$ cat src/iem_pkg.sv
/*
  Constants for the internal error report mask block: register offsets,
  field layouts, reset values and register selector type.
  Assumes a 32-bit APB register bus and one 250 MHz core clock.
*/
// Contract
// - A set mask bit keeps its status bit from raising an error report.
// - Mask writes never change status bits; errors keep latching regardless.
// - Mask bits 0..2 gate ingress posted, non-posted, completion time-outs; bit 3 zero.
// - Mask bits 4..6 gate egress posted, non-posted, completion time-outs.
// - Mask bits 7..14 gate single then double ECC errors of four buffer RAMs.
// - Bit 15 gates end-to-end parity error; bit 16 gates unreliable link flag.
// - Bits 17, 18 gate replay control RAM single, double ECC; 31..19 read zero.
// - Unmasked errors are reported only while the global enable, default one, is set.
// - Set unmasked bit reports uncorrectable if severity bit is one, else correctable.
package iem_pkg;

  localparam int unsigned DATA_W = 32;
  localparam int unsigned ERR_W  = 19;

  // Register byte offsets
  localparam logic [11:0] OFS_CTL  = 12'h480;
  localparam logic [11:0] OFS_STS  = 12'h484;
  localparam logic [11:0] OFS_MSK  = 12'h488;
  localparam logic [11:0] OFS_SEV  = 12'h48C;
  localparam logic [11:0] OFS_ISTS = 12'h490;
  localparam logic [11:0] OFS_IMSK = 12'h494;

  // Implemented bits of the error status, mask and severity registers
  localparam logic [31:0] ERR_BITS = 32'h0007_FFF7;

  // Control register fields
  localparam int unsigned CTL_EN_POS = 0;
  localparam logic [31:0] CTL_BITS   = 32'h0000_0001;

  // Interrupt status and mask fields
  localparam int unsigned IRQ_UNCOR_POS = 0;
  localparam int unsigned IRQ_COR_POS   = 1;
  localparam logic [31:0] IRQ_BITS      = 32'h0000_0003;

  // Reset values
  localparam logic [31:0] RST_CTL  = 32'h0000_0001;
  localparam logic [31:0] RST_STS  = 32'h0000_0000;
  localparam logic [31:0] RST_MSK  = 32'h0000_0000;
  localparam logic [31:0] RST_SEV  = 32'h0000_0511;
  localparam logic [31:0] RST_ISTS = 32'h0000_0000;
  localparam logic [31:0] RST_IMSK = 32'h0000_0000;

  typedef enum logic [2:0] {
    SEL_CTL,
    SEL_STS,
    SEL_MSK,
    SEL_SEV,
    SEL_ISTS,
    SEL_IMSK,
    SEL_NONE
  } iem_sel_t;

  typedef enum logic {
    ST_IDLE,
    ST_ACCESS
  } iem_apb_st_t;

endpackage : iem_pkg

$ cat src/iem_mask_top.sv
/*
  Internal error report mask block: error status flags, report mask,
  severity select, global report enable and interrupt logic, all behind
  an APB slave with zero wait states.
  Assumes APB signals and error event pulses synchronous to ref_clk;
  rstn is the fundamental reset, hot_rst a synchronous non-fundamental one.
*/
// The APB interface to the registers was decided locally.
`timescale 1ns/1ps

module iem_mask_top
#(
  parameter int unsigned ADDR_W = 12
)
(
  // Clock and reset
  input  wire logic                       ref_clk,
  input  wire logic                       rstn,
  input  wire logic                       hot_rst,

  // APB slave
  input  wire logic                       psel,
  input  wire logic                       penable,
  input  wire logic                       pwrite,
  input  wire logic [ADDR_W-1:0]          paddr,
  input  wire logic [iem_pkg::DATA_W-1:0] pwdata,
  input  wire logic [3:0]                 pstrb,
  output logic      [iem_pkg::DATA_W-1:0] prdata,
  output logic                            pready,
  output logic                            pslverr,

  // Error detection pulses
  input  wire logic [iem_pkg::DATA_W-1:0] err_event,

  // Report toward the error reporting capability
  output logic                            uncor_report,
  output logic                            cor_report,

  // Status view and interrupt
  output logic      [iem_pkg::DATA_W-1:0] status_flags,
  output logic                            irq
);
  import iem_pkg::*;

  generate
    if (ADDR_W < 12)
    begin : g_addr_chk
      $error("ADDR_W must be at least 12");
    end
  endgenerate

  // Address decode
  function automatic iem_sel_t reg_sel(input logic [ADDR_W-1:0] a);
    iem_sel_t s;
    s = SEL_NONE;
    if ((a >> 12) == '0)
    begin
      case (a[11:0])
        OFS_CTL:  s = SEL_CTL;
        OFS_STS:  s = SEL_STS;
        OFS_MSK:  s = SEL_MSK;
        OFS_SEV:  s = SEL_SEV;
        OFS_ISTS: s = SEL_ISTS;
        OFS_IMSK: s = SEL_IMSK;
        default:  s = SEL_NONE;
      endcase
    end
    return s;
  endfunction : reg_sel

  // Byte strobes to bit mask
  function automatic logic [31:0] strb_mask(input logic [3:0] st);
    logic [31:0] m;
    m = '0;
    for (int i = 0; i < 4; i++)
    begin
      m[i*8 +: 8] = {8{st[i]}};
    end
    return m;
  endfunction : strb_mask

  // Registers
  iem_apb_st_t        st_r;
  iem_apb_st_t        st_nxt;
  logic [31:0]        prdata_r;
  logic [31:0]        prdata_nxt;
  logic               pready_r;
  logic               pready_nxt;
  logic               pslverr_r;
  logic               pslverr_nxt;
  logic [31:0]        ctl_r;
  logic [31:0]        ctl_nxt;
  logic [31:0]        sts_r;
  logic [31:0]        sts_nxt;
  logic [31:0]        msk_r;
  logic [31:0]        msk_nxt;
  logic [31:0]        sev_r;
  logic [31:0]        sev_nxt;
  logic [31:0]        ists_r;
  logic [31:0]        ists_nxt;
  logic [31:0]        imsk_r;
  logic [31:0]        imsk_nxt;
  logic               uncor_r;
  logic               uncor_nxt;
  logic               cor_r;
  logic               cor_nxt;
  logic               irq_r;
  logic               irq_nxt;

  // Bus decode
  iem_sel_t           sel;
  logic               wr_go;
  logic [31:0]        wmask;
  logic [31:0]        w1c;
  logic [31:0]        report_src;
  logic [31:0]        ev_set;

  assign sel     = reg_sel(paddr);
  assign wr_go   = (st_r == ST_ACCESS) && psel && penable && pwrite
                   && pready_r && (sel != SEL_NONE);
  assign wmask   = strb_mask(pstrb);
  assign w1c     = pwdata & wmask;

  // Only implemented error bits latch
  assign ev_set  = err_event & ERR_BITS;

  // Status bits that may report: set and not masked
  assign report_src = sts_r & ~msk_r & ERR_BITS;

  // APB handshake
  always_comb
  begin
    st_nxt      = st_r;
    pready_nxt  = 1'b0;
    pslverr_nxt = 1'b0;
    prdata_nxt  = prdata_r;
    case (st_r)
      ST_IDLE:
      begin
        if (psel && !penable)
        begin
          st_nxt      = ST_ACCESS;
          pready_nxt  = 1'b1;
          pslverr_nxt = (sel == SEL_NONE);
          case (sel)
            SEL_CTL:  prdata_nxt = ctl_r & CTL_BITS;
            SEL_STS:  prdata_nxt = sts_r & ERR_BITS;
            SEL_MSK:  prdata_nxt = msk_r & ERR_BITS;
            SEL_SEV:  prdata_nxt = sev_r & ERR_BITS;
            SEL_ISTS: prdata_nxt = ists_r & IRQ_BITS;
            SEL_IMSK: prdata_nxt = imsk_r & IRQ_BITS;
            default:  prdata_nxt = 32'h0000_0000;
          endcase
        end
      end
      ST_ACCESS:
      begin
        if (psel && penable && pready_r)
        begin
          st_nxt = ST_IDLE;
        end
        else
        begin
          pready_nxt  = pready_r;
          pslverr_nxt = pslverr_r;
        end
      end
      default:
      begin
        st_nxt = ST_IDLE;
      end
    endcase
  end

  always_ff @(posedge ref_clk or negedge rstn)
  begin
    if (!rstn)
    begin
      st_r      <= ST_IDLE;
      prdata_r  <= 32'h0000_0000;
      pready_r  <= 1'b0;
      pslverr_r <= 1'b0;
    end
    else
    begin
      st_r      <= st_nxt;
      prdata_r  <= prdata_nxt;
      pready_r  <= pready_nxt;
      pslverr_r <= pslverr_nxt;
    end
  end

  // Software-retained configuration: only the fundamental reset returns it to its reset values
  always_comb
  begin
    ctl_nxt = ctl_r;
    msk_nxt = msk_r;
    sev_nxt = sev_r;
    if (wr_go && sel == SEL_CTL)
    begin
      ctl_nxt = ((ctl_r & ~wmask) | (pwdata & wmask)) & CTL_BITS;
    end
    if (wr_go && sel == SEL_MSK)
    begin
      msk_nxt = ((msk_r & ~wmask) | (pwdata & wmask)) & ERR_BITS;
    end
    if (wr_go && sel == SEL_SEV)
    begin
      sev_nxt = ((sev_r & ~wmask) | (pwdata & wmask)) & ERR_BITS;
    end
  end

  always_ff @(posedge ref_clk or negedge rstn)
  begin
    if (!rstn)
    begin
      ctl_r <= RST_CTL;
      msk_r <= RST_MSK;
      sev_r <= RST_SEV;
    end
    else
    begin
      ctl_r <= ctl_nxt;
      msk_r <= msk_nxt;
      sev_r <= sev_nxt;
    end
  end

  // Error status flags: set wins over write-one-clear, mask not involved
  generate
    for (genvar b = 0; b < DATA_W; b++)
    begin : g_sts
      always_comb
      begin
        sts_nxt[b] = sts_r[b];
        if (wr_go && sel == SEL_STS && w1c[b])
        begin
          sts_nxt[b] = 1'b0;
        end
        if (ev_set[b])
        begin
          sts_nxt[b] = 1'b1;
        end
      end
    end
  endgenerate

  always_ff @(posedge ref_clk or negedge rstn)
  begin
    if (!rstn)
    begin
      sts_r <= RST_STS;
    end
    else
    begin
      sts_r <= sts_nxt;
    end
  end

  // Report levels toward the error reporting capability
  always_comb
  begin
    uncor_nxt = ctl_r[CTL_EN_POS] && |(report_src & sev_r);
    cor_nxt   = ctl_r[CTL_EN_POS] && |(report_src & ~sev_r);
  end

  // Interrupt status (write one to clear), mask and output
  always_comb
  begin
    ists_nxt = ists_r;
    imsk_nxt = imsk_r;
    if (wr_go && sel == SEL_ISTS)
    begin
      ists_nxt = ists_r & ~w1c;
    end
    if (wr_go && sel == SEL_IMSK)
    begin
      imsk_nxt = ((imsk_r & ~wmask) | (pwdata & wmask)) & IRQ_BITS;
    end
    if (uncor_nxt && !uncor_r)
    begin
      ists_nxt[IRQ_UNCOR_POS] = 1'b1;
    end
    if (cor_nxt && !cor_r)
    begin
      ists_nxt[IRQ_COR_POS] = 1'b1;
    end
    ists_nxt = ists_nxt & IRQ_BITS;
    irq_nxt  = |(ists_nxt & ~imsk_nxt);
    if (hot_rst)
    begin
      ists_nxt = RST_ISTS;
      imsk_nxt = RST_IMSK;
      irq_nxt  = 1'b0;
    end
  end

  always_ff @(posedge ref_clk or negedge rstn)
  begin
    if (!rstn)
    begin
      uncor_r <= 1'b0;
      cor_r   <= 1'b0;
      ists_r  <= RST_ISTS;
      imsk_r  <= RST_IMSK;
      irq_r   <= 1'b0;
    end
    else
    begin
      uncor_r <= uncor_nxt;
      cor_r   <= cor_nxt;
      ists_r  <= ists_nxt;
      imsk_r  <= imsk_nxt;
      irq_r   <= irq_nxt;
    end
  end

  // Outputs
  assign prdata       = prdata_r;
  assign pready       = pready_r;
  assign pslverr      = pslverr_r;
  assign uncor_report = uncor_r;
  assign cor_report   = cor_r;
  assign status_flags = sts_r;
  assign irq          = irq_r;

endmodule : iem_mask_top

$ cat config.mk
export PLATFORM = sky130hd
export DESIGN_NAME = iem_mask_top
export DESIGN_NICKNAME = d
export VERILOG_FILES = /design/src/iem_pkg.sv /design/src/iem_mask_top.sv
export SDC_FILE = /design/constraint.sdc
export NUM_CORES = 1
export LEC_CHECK = 0
export BUFFER_PORTS_ARGS = -buffer_cell sky130_fd_sc_hd__buf_2
export CORE_MARGIN = 2
export CORE_UTILIZATION = 50
export DETAILED_ROUTE_END_ITERATION = 10
export GPL_ROUTABILITY_DRIVEN = 0
export PLACE_DENSITY = 0.8
export SYNTH_ARGS = -nofsm -noshare
export SYNTH_HDL_FRONTEND = slang
export SYNTH_SLANG_ARGS = --single-unit
$ cat constraint.sdc
create_clock -name ref_clk -period 2 [get_ports ref_clk]
set_input_delay 0.2 -clock ref_clk [delete_from_list [all_inputs] [get_ports ref_clk]]
set_output_delay 0.2 -clock ref_clk [all_outputs]
set_load 0.05 [all_outputs]
==> results.rst, run 1 <==
.. list-table::
   :header-rows: 1

   * - Metric
     - Value
   * - Proportion of register bits with asynchronous set or reset after synthesis
     - 1.00
   * - Synthesis-to-finish area growth
     - 27.7%
   * - CP Data Required Time
     - 2250 ps
   * - Router iterations before antenna repair
     - 6
   * - Worst Hold Slack
     - 9.71 ps
   * - Post-Route Utilization
     - 0.668
   * - I/O Buffers
     - 97
   * - Nets
     - between 600 and 700
   * - Final number of setup-violating endpoints
     - 29
   * - Global-route wire length before repair
     - between 15,000 and 20,000 um
   * - Multiplexer fraction of the synthesized cell area
     - 0.108
   * - Detail-routed net length per standard cell
     - about 19 um
   * - Crit path kind
     - primary input to register
   * - Fill cell count
     - 636
   * - Achievable clock frequency
     - 0.480 GHz
   * - Post-synthesis simple-gate area fraction
     - 0.219
   * - Unrepaired setup endpoints after global routing
     - true
   * - Clock input transition at the sequential cells of the worst setup and hold paths
     - approximately 80 ps
   * - Number of global-route vias before repair
     - 3,700
   * - Synth warnings
     - 0
   * - Inserted Clock Buffers
     - 9
   * - Placement Cell Area
     - between 5000 and 6000 um^2
   * - IO Pins
     - between 150 and 200
   * - Post-Synthesis Cell Area
     - about 4300 um^2
   * - Dominant combinational cell family by area after synthesis
     - simple AND/OR/NAND/NOR gates
   * - Overall routing resource usage
     - 0.252
   * - Most frequent standard cell in the layout excluding fill and tap cells
     - sky130_fd_sc_hd__buf_2
   * - Status
     - finished, violations left
   * - H-tree level count
     - 3
   * - TritonCTS clock tree
     - built
   * - Final hold violation count
     - 0
   * - Post-synthesis compound-gate area fraction
     - 0.128
   * - Post-Synth Adder-Cell Area
     - 0.00288
   * - Diodes inserted
     - 0
   * - Violated checks
     - setup timing
   * - Drt initial violations
     - approximately 290
   * - Post-synth top flop
     - sky130_fd_sc_hd__dfrtp_1
   * - Largest stage delay on the critical path
     - 440 ps
   * - Xor and xnor fraction of the mapped netlist area
     - 0
   * - Initial antenna violation count
     - 0
   * - Number of instances in the synthesized netlist
     - ~380
   * - Slowest cell on the critical path
     - sky130_fd_sc_hd__or4_4
   * - Number of clock sinks
     - 83
   * - Setup crit start kind
     - primary input
   * - Number of storage elements in the synthesis netlist
     - 83
   * - Largest net degree at the start of global routing
     - 36
   * - Final max-slew violation count
     - 0
   * - Avg Vias per Cell
     - roughly 5.8
   * - Most frequent cells in the layout
     - sky130_fd_sc_hd__buf_2, sky130_fd_sc_hd__dfrtp_1, sky130_fd_sc_hd__nand2_1, sky130_fd_sc_hd__buf_4, sky130_fd_sc_hd__mux2_4
   * - Final HPWL DP
     - about 8500 um
   * - Area of all placed cells without fillers
     - between 5000 and 6000 um^2
   * - Cell-by-cell trace of the critical path
     - buf_6 > nor4b_4 > nand4_1 > ha_2 > or4_4 > nor4_4 > and2_4 > and2b_2 > mux2_4
   * - Final Cycle Share
     - 1.04
   * - Shortest period the worst path allows
     - ~2100 ps
   * - Worst endpoint data arrival time
     - ~2300 ps
   * - Leak
     - roughly 2.5 nW
   * - Total Wirelength
     - roughly 12,000 um
   * - Initial standard-cell utilization of the core
     - 0.523
   * - Maximum fanout along the worst path
     - 3
   * - Worst-case setup margin in the final layout
     - -83.9 ps
   * - Maximum vdd drop
     - approximately 0.56 mV
   * - Clk_lat worst skew
     - roughly 360 ps
   * - Number of synthesized flops with an enable pin
     - 0
   * - Detailed-route via count
     - approximately 3,700
   * - Aggregate global routing overflow
     - 0
   * - Width of the die
     - ~97 um
   * - Root buf cell
     - sky130_fd_sc_hd__clkbuf_8
   * - Number of buffers between clock root and the deepest sink
     - 2
   * - Total Die Area
     - about 9400 um^2
   * - Number of distinct library cells after synthesis
     - 53
   * - Mean cell area of the mapped netlist
     - 11.4 um^2
   * - Drt drc
     - 0
   * - Proportion of synthesized chip area in sequential cells
     - 0.480
   * - Routed Antenna Nets
     - 0
   * - Critical Path Sink Type
     - register
   * - Core Area
     - just over 8000 um^2
   * - Max_cap viols
     - 0
   * - Total number of placement rows
     - 33
   * - Vertical die dimension
     - between 90 and 100 um
   * - Total negative slack for setup checks
     - -1180 ps
   * - Power density over the cells
     - around 640 nW/um^2
   * - Fraction of layout instances using a drive strength above 1
     - 0.423
   * - Setup skew after layout
     - between 9 and 10 ps
   * - Worst Hold Class
     - primary input to register
==> synth_stat cells (all sizes together) (9+ instances only) <==
| master | instances | area share |
|---|---|---|
| a21o | 20 | 0.035 |
| a222oi | 15 | 0.035 |
| buf | 32 | 0.054 |
| dfrtp | 78 | 0.45 |
| mux2 | 39 | 0.11 |
| nand2 | 43 | 0.038 |
| nand3b | 16 | 0.028 |
| nand4 | 10 | 0.014 |
| nor3 | 9 | 0.013 |
| nor3b | 19 | 0.033 |
| nor4 | 9 | 0.023 |
| o21ai | 18 | 0.021 |
==> report_power, final <==
| part | leakage, nW | internal (mW) | switching [mW] |
|---|---|---|---|
| registers | 1.04 | 1.70 | 0.0279 |
| clock network | 0.108 | 0.737 | 0.630 |
| logic | 1.37 | 0.122 | 0.320 |
| total | 2.52 | 2.56 | 0.977 |
==> cells by family after synthesis <==
family / Yosys count
muxes: 39
and+or+nand+nor: 144
buffers and inverters: 40
other: 1
adders and majority gates: 1
AOI/OAI and AO/OA: 74
DFF: 83
==> per-layer routing <==
metal,wire length (um),global-route usage
met1,4830,0.318
met2,5850,0.425
met3,932,0.0525
met4,312,0.0964
met5,0,0
==> final timing paths <==
check                              from                         end  slack (ps)  depth (start not counted)
setup / recovery               paddr[9]                    register         -80                          9
hold / removal             err_event[9]             status_flags[9]          10                          2
setup reg to reg                 pready                         irq         120                          5
hold reg to reg              prdata[11]                  prdata[11]         490                          2
max in group asynchronous          rstn  asynchronous set/reset pin        1030                          3
min in group asynchronous          rstn                  prdata[12]         290                          2
==> critical path, delay by kind of cell <==
| family | cells | cell delay [ps] |
|---|---|---|
| buf+inv | 1 | 100 |
| fa+ha+maj | 1 | 220 |
| mux | 1 | 300 |
| simple gates | 6 | 1500 |
==> repair_timing <==
| item | 4_1_cts | 5_1_grt |
|---|---|---|
| hold buffers | 2 | 0 |
| gates resized for setup | 14 | 17 |
| setup endpoints to repair | 39 | 41 |
| pin swaps | 11 | 8 |
| endpoints found under the hold margin | 28 | 0 |
| buffers inserted | 4 | 1 |
==> layout make-up <==
class                      count  area [um^2]  area share
multi-input combinational    286         2240       0.405
clock buffer                  10          138      0.0248
timing repair buffer         136          843       0.152
sequential                    83         2080       0.376
tap                          105          131      0.0237
clock inverter                 6         88.8      0.0160
inverter                       4         15.0     0.00271
==> per-stage QoR <==
stage / std cells / power, mW / setup slack [ps]
2_1_floorplan: 409 / 2.05 / -522
3_3_place_gp: 610 / 2.19 / -569
3_5_place_dp: 610 / 2.20 / -616
4_1_cts: 631 / 3.55 / -32.9
5_1_grt: 630 / 3.68 / -128
6_report: 630 / 3.54 / -83.9
No activity file was read; power rests on OpenSTA's default activity.
==> run 2: changes to the inputs <==
Settings changed: CORE_UTILIZATION 50 to 52, CTS_BUF_LIST from default to sky130_fd_sc_hd__clkbuf_4 sky130_fd_sc_hd__clkbuf_8, PLACE_DENSITY 0.8 to 0.83.
==> results.rst, run 2 (same netlist as run 1, synthesis figures left out) <==
.. list-table::
   :header-rows: 1

   * - Metric
     - Value
   * - Slowest cell on the critical path
     - sky130_fd_sc_hd__or4_4
   * - Vertical die dimension
     - 95.4 um (-1.9%)
   * - Initial standard-cell utilization of the core
     - 0.534 (+0.0106)
   * - Drt drc
     - 0 (unchanged)
   * - Core Area
     - 8130 um^2 (-2.0%)
   * - WP buf/inv
     - 1 (unchanged)
   * - Cell-by-cell trace of the critical path
     - buf_8 > nor4b_4 > nand4_1 > ha_2 > or4_4 > nor4_4 > and2_4 > and2b_2 > mux2_4
   * - Worst-case setup margin in the final layout
     - -98.3 ps (-14.4 ps)
   * - Width of the die
     - 95.4 um (-1.9%)
   * - Worst Hold Slack
     - 5.40 ps (-4.30 ps)
   * - Crit path max-delay family
     - simple AND/OR/NAND/NOR gates
   * - Achievable clock frequency
     - 0.477 GHz (-0.69%)
   * - Initial antenna violation count
     - 0 (unchanged)
   * - Inserted Clock Buffers
     - 9 (unchanged)
   * - Worst-case reg-to-reg path depth
     - 5 (unchanged)
   * - Violated checks
     - setup timing
   * - TritonCTS clock tree
     - built
   * - Clock input transition at the sequential cells of the worst setup and hold paths
     - 100 ps (+20 ps)
   * - Setup crit start kind
     - primary input
   * - Clk_lat worst skew
     - 370 ps (about the same)
   * - Largest net degree at the start of global routing
     - 51 (+42%)
   * - Total number of placement rows
     - 33 (unchanged)
   * - Total number of cells along the worst setup path
     - 9 (unchanged)
   * - Drt initial violations
     - 297 (+1.4%)
   * - Max transition margin
     - 0.576
   * - Worst Hold Class
     - primary input to register
   * - Number of buffers between clock root and the deepest sink
     - 2 (unchanged)
   * - Final Cycle Share
     - 1.05 (+0.00719)
   * - Avg Vias per Cell
     - 5.82 (-0.34%)
   * - Maximum vdd drop
     - 0.373 mV (-33%)
   * - Global-route wire length before repair
     - 17,800 um (-5.4%)
   * - Routed Antenna Nets
     - 0 (unchanged)
   * - Most frequent cells in the layout
     - sky130_fd_sc_hd__buf_2, sky130_fd_sc_hd__dfrtp_1, sky130_fd_sc_hd__nand2_1, sky130_fd_sc_hd__buf_4, sky130_fd_sc_hd__conb_1
   * - Overall routing resource usage
     - 0.261 (+0.00922)
   * - Register-to-register setup slack
     - 140 ps (+20 ps)
   * - Endpoint of the most critical register-to-register path
     - irq
   * - Unrepaired setup endpoints after global routing
     - true
   * - Crit path kind
     - primary input to register
   * - Min-Delay Path Depth
     - 2 (unchanged)
   * - Final HPWL DP
     - 8400 um (-1.6%)
   * - Shortest period the worst path allows
     - 2100 ps (+14.4 ps)
   * - Worst hold path endpoint
     - status_flags[1]
   * - Total Wirelength
     - 11,400 um (-4.3%)
   * - Final number of setup-violating endpoints
     - 31 (+6.9%)
   * - Synthesis-to-finish area growth
     - 26.4%
   * - Number of global-route vias before repair
     - 3,539 (-4.4%)
   * - Critical Path Sink Type
     - register
   * - Startpoint of the tightest hold check path
     - err_event[1]
   * - IO Pins
     - 155 (unchanged)
   * - Most frequent standard cell in the layout excluding fill and tap cells
     - sky130_fd_sc_hd__buf_2
   * - Setup skew after layout
     - 11.7 ps (+2.10 ps)
   * - Status
     - finished, violations left
   * - Root buf cell
     - sky130_fd_sc_hd__clkbuf_8
   * - Final max-slew violation count
     - 0 (unchanged)
   * - Maximum fanout along the worst path
     - 3 (unchanged)
   * - H-tree level count
     - 3 (unchanged)
   * - Worst endpoint data arrival time
     - 2350 ps (+20 ps)
   * - Aggregate global routing overflow
     - 0 (unchanged)
   * - Leak
     - 2.50 nW (-0.86%)
   * - Fraction of layout instances using a drive strength above 1
     - 0.421 (-0.00160)
   * - Place WS
     - -659 ps (-42.5 ps)
   * - Router iterations before antenna repair
     - 6 (unchanged)
   * - Number of clock sinks
     - 83 (unchanged)
   * - Power density over the cells
     - 644 nW/um^2 (+0.91%)
   * - Max_cap viols
     - 0 (unchanged)
   * - Detail-routed net length per standard cell
     - 18.1 um (-4.6%)
   * - CP Data Required Time
     - 2260 ps (about the same)
   * - Detailed-route via count
     - 3,681 (-0.027%)
   * - Total Die Area
     - 9090 um^2 (-3.7%)
   * - Worst flop-to-flop path startpoint
     - status_flags[6]
   * - I/O Buffers
     - 97 (unchanged)
   * - Worst Max-Slew Pin Slew
     - between 600 and 700 ps
   * - Power after layout
     - 3.54 mW (-0.11%)
   * - Diodes inserted
     - 0 (unchanged)
   * - Largest stage delay on the critical path
     - 430 ps (about the same)
   * - Final hold violation count
     - 0 (unchanged)
   * - Fill cell count
     - 615 (-3.3%)
   * - Nets
     - 609 (+0.33%)
==> run 2: cell count changes in the layout (fill, tap and decap cells not counted), sizes merged <==
cell / delta
dlygate4sd3: +2
inv: +1
clkinv: -1
==> run 2: final cells by class <==
cell class | instances | area (um^2) | area share
multi-input combinational | 286 | 2180 | 0.397
sequential | 83 | 2080 | 0.380
timing repair buffer | 138 | 860 | 0.157
clock buffer | 10 | 131 | 0.0239
tap | 105 | 131 | 0.0239
clock inverter | 6 | 88.8 | 0.0162
inverter | 4 | 15.0 | 0.00274
==> run 2: repair_timing <==
item | in CTS | in global routing
endpoints found under the hold margin | 35 | 0
pin swaps | 9 | 3
buffers inserted | 2 | 0
hold buffers | 4 | 0
gates resized for setup | 10 | 5
endpoints found under the setup margin | 39 | 41
==> run 2: worst max-delay path by stage <==
stage	from	end	slack (ps)
2_1_floorplan	paddr[8]	register	-520
3_3_place_gp	paddr[8]	register	-590
3_5_place_dp	paddr[8]	register	-660
4_1_cts	paddr[6]	register	-80
5_1_grt	paddr[6]	register	-180
6_report	paddr[6]	register	-100
==> run 2: per-layer routing <==
metal,share of wire,global-route usage
met1,0.41,0.339
met5,0,0
met2,0.50,0.435
met3,0.072,0.0569
met4,0.018,0.0845
==> run 2: where the power goes <==
group          leakage, nW  switching (mW)  internal [mW]
clock network        0.106           0.645          0.719
registers             1.04          0.0281           1.70
logic                 1.35           0.316          0.122
total                 2.50           0.990           2.55
==> run 2: per-stage QoR <==
stage                     setup TNS, ps  utilization  std cells  cell area [um^2]
final                             -1310        0.675        632              5490
after detailed placement         -25040        0.632        611              5140
after global routing              -4190        0.675        632              5490
after CTS                          -873        0.671        632              5460
after floorplan                  -12760            -        409              4480
after global placement           -20790        0.632        611              5140
==> run 3: changes to the inputs <==
==> constraint.sdc (replaced) <==
create_clock -name ref_clk -period 2 [get_ports ref_clk]
set_input_delay 0.1 -clock ref_clk [delete_from_list [all_inputs] [get_ports ref_clk]]
set_output_delay 0.1 -clock ref_clk [all_outputs]
set_load 0.05 [all_outputs]
==> results.rst, run 3 (same netlist as run 1, synthesis figures left out) <==
.. list-table::
   :header-rows: 1

   * - Metric
     - Value
   * - I/O Buffers
     - 97 (unchanged)
   * - Setup crit start kind
     - primary input
   * - Total number of cells along the worst setup path
     - 9 (unchanged)
   * - Worst-case setup margin in the final layout
     - 23.5 ps (+122 ps)
   * - Number of global-route vias before repair
     - 3,607 (+1.9%)
   * - Worst endpoint data arrival time
     - 2220 ps (-130 ps)
   * - Startpoint of the tightest hold check path
     - pwdata[10]
   * - Clock input transition at the sequential cells of the worst setup and hold paths
     - 80 ps (-20 ps)
   * - Status
     - completed
   * - Number of clock sinks
     - 83 (unchanged)
   * - Clk_lat worst skew
     - 350 ps (-20 ps)
   * - Detail-routed net length per standard cell
     - 17.9 um (-0.85%)
   * - Max transition margin
     - 0.595 (+0.0192)
   * - Worst flop-to-flop path startpoint
     - status_flags[6]
   * - Maximum vdd drop
     - 0.402 mV (+7.7%)
   * - Root buf cell
     - sky130_fd_sc_hd__clkbuf_8
   * - Final HPWL DP
     - 8460 um (+0.74%)
   * - Endpoint of the most critical register-to-register path
     - irq
   * - Fraction of layout instances using a drive strength above 1
     - 0.404 (-0.0175)
   * - Total number of placement rows
     - 33 (unchanged)
   * - Leak
     - 2.54 nW (+1.4%)
   * - Place WS
     - -531 ps (+128 ps)
   * - Initial antenna violation count
     - 0 (unchanged)
   * - CP Data Required Time
     - 2240 ps (-20 ps)
   * - Shortest period the worst path allows
     - 1980 ps (-122 ps)
   * - Power density over the cells
     - 625 nW/um^2 (-3.0%)
   * - Router iterations before antenna repair
     - 7 (+1)
   * - Register area
     - 2080 um^2 (unchanged)
   * - Final number of setup-violating endpoints
     - 0 (-100%)
   * - Routed Antenna Nets
     - 0 (unchanged)
   * - Crit path max-delay family
     - simple AND/OR/NAND/NOR gates
   * - Global-route wire length before repair
     - 17,800 um (-0.12%)
   * - TritonCTS clock tree
     - built
   * - Width of the die
     - 95.4 um (unchanged)
   * - Worst Max-Slew Pin Slew
     - 607 ps (-12.8 ps)
   * - Max_cap viols
     - 0 (unchanged)
   * - Most frequent cells in the layout
     - sky130_fd_sc_hd__buf_2, sky130_fd_sc_hd__dfrtp_1, sky130_fd_sc_hd__nand2_1, sky130_fd_sc_hd__buf_4
   * - Final max-slew violation count
     - 0 (unchanged)
   * - Diodes inserted
     - 0 (unchanged)
   * - Largest net degree at the start of global routing
     - 48 (-5.9%)
   * - Worst Hold Class
     - primary input to register
   * - H-tree level count
     - 3 (unchanged)
   * - Fill cell count
     - 574 (-6.7%)
   * - Avg Vias per Cell
     - 5.76 (-1.2%)
   * - Number of buffers between clock root and the deepest sink
     - 2 (unchanged)
   * - Final hold violation count
     - 0 (unchanged)
   * - Nets
     - 622 (+2.1%)
   * - Total Die Area
     - 9090 um^2 (unchanged)
   * - Worst-case reg-to-reg path depth
     - 5 (unchanged)
   * - Met3 Track Usage GR
     - 0.0482 (-0.00870)
   * - Register-to-register setup slack
     - 130 ps (about the same)
   * - Vertical die dimension
     - 95.4 um (unchanged)
   * - Global Route met2 Usage
     - 0.437 (+0.00176)
   * - Unrepaired setup endpoints after global routing
     - true
   * - Detailed-route via count
     - 3,713 (+0.87%)
   * - Multi-input gate area
     - 2150 um^2 (-1.4%)
   * - Peak-usage layer in the global routing report
     - met2
   * - Post-Route Utilization
     - 0.686 (+0.0112)
   * - Final Cycle Share
     - 0.988 (-0.0609)
   * - Critical Path Sink Type
     - register
   * - Crit path kind
     - primary input to register
   * - Synthesis-to-finish area growth
     - 28.5%
   * - Min-Delay Path Depth
     - 2 (unchanged)
   * - Achievable clock frequency
     - 0.506 GHz (+6.2%)
   * - Aggregate global routing overflow
     - 0 (unchanged)
   * - WP buf/inv
     - 2 (+1)
   * - IO Pins
     - 155 (unchanged)
   * - Most frequent standard cell in the layout excluding fill and tap cells
     - sky130_fd_sc_hd__buf_2
   * - Drt drc
     - 0 (unchanged)
   * - Total Wirelength
     - 11,600 um (+1.2%)
   * - Drt initial violations
     - 397 (+34%)
   * - Core Area
     - 8130 um^2 (unchanged)
   * - Global-route track usage on met1
     - 0.331 (-0.00812)
   * - Largest stage delay on the critical path
     - 400 ps (-30 ps)
   * - Cell-by-cell trace of the critical path
     - buf_8 > nor4b_4 > nand4_1 > ha_2 > buf_4 > nand2b_1 > or3_4 > nor2_4 > mux2_2
   * - Maximum fanout along the worst path
     - 7 (+4)
   * - Setup skew after layout
     - 5.03 ps (-6.71 ps)
   * - Overall routing resource usage
     - 0.262 (+0.00127)
   * - Inserted Clock Buffers
     - 9 (unchanged)
   * - Initial standard-cell utilization of the core
     - 0.534 (unchanged)
   * - Slowest cell on the critical path
     - sky130_fd_sc_hd__or3_4
[run 3: cell type report]
type | instances | area share
timing repair buffer | 151 | 0.176
clock inverter | 3 | 0.00807
sequential | 83 | 0.374
tap | 105 | 0.0235
inverter | 4 | 0.00269
clock buffer | 13 | 0.0309
multi-input combinational | 286 | 0.385
[run 3: report_power, final]
part / internal, mW / switching (mW) / total (mW)
combinational: 0.142 / 0.318 / 0.461
clock: 0.694 / 0.603 / 1.30
sequential: 1.70 / 0.0272 / 1.73
[run 3: timing repair]
item,in CTS,in global routing
resized for setup,1,9
pin swaps,7,1
buffers inserted,2,0
hold buffers,20,0
endpoints found under the setup margin,26,34
hold endpoints to repair,65,0
[run 3: worst max path at each step]
stage,startpoint,endpoint,slack (ps)
global route,paddr[6],register,-30
detailed placement,paddr[8],register,-530
finish,paddr[6],register,20
floorplan,paddr[8],register,-420
CTS,paddr[6],register,10
global placement,paddr[8],register,-480
[run 3: stage by stage]
stage          cells  hold WS [ps]  total power [mW]  setup TNS (ps)  cell area, um^2
2_1_floorplan    409          -196              2.05           -8520             4470
3_3_place_gp     608           144              2.18          -14730             5110
3_5_place_dp     608           156              2.19          -18480             5110
4_1_cts          646          3.14              3.49               0             5560
5_1_grt          645         0.324              3.61            -235             5580
6_report         645          9.69              3.49               0             5580
[run 3: layer usage]
metal	vias up	routed length, um
met5	-	0
met4	0	334
met3	32	778
met2	181	5630
met1	1819	4810
li1	1681	-
[run 3: worst register-to-register path, delay by kind of cell, from the launching register on]
kind / cells / cell delay [ps]
and+or+nand+nor: 3 / 940
AOI/OAI and AO/OA: 2 / 370
DFF: 1 / 440
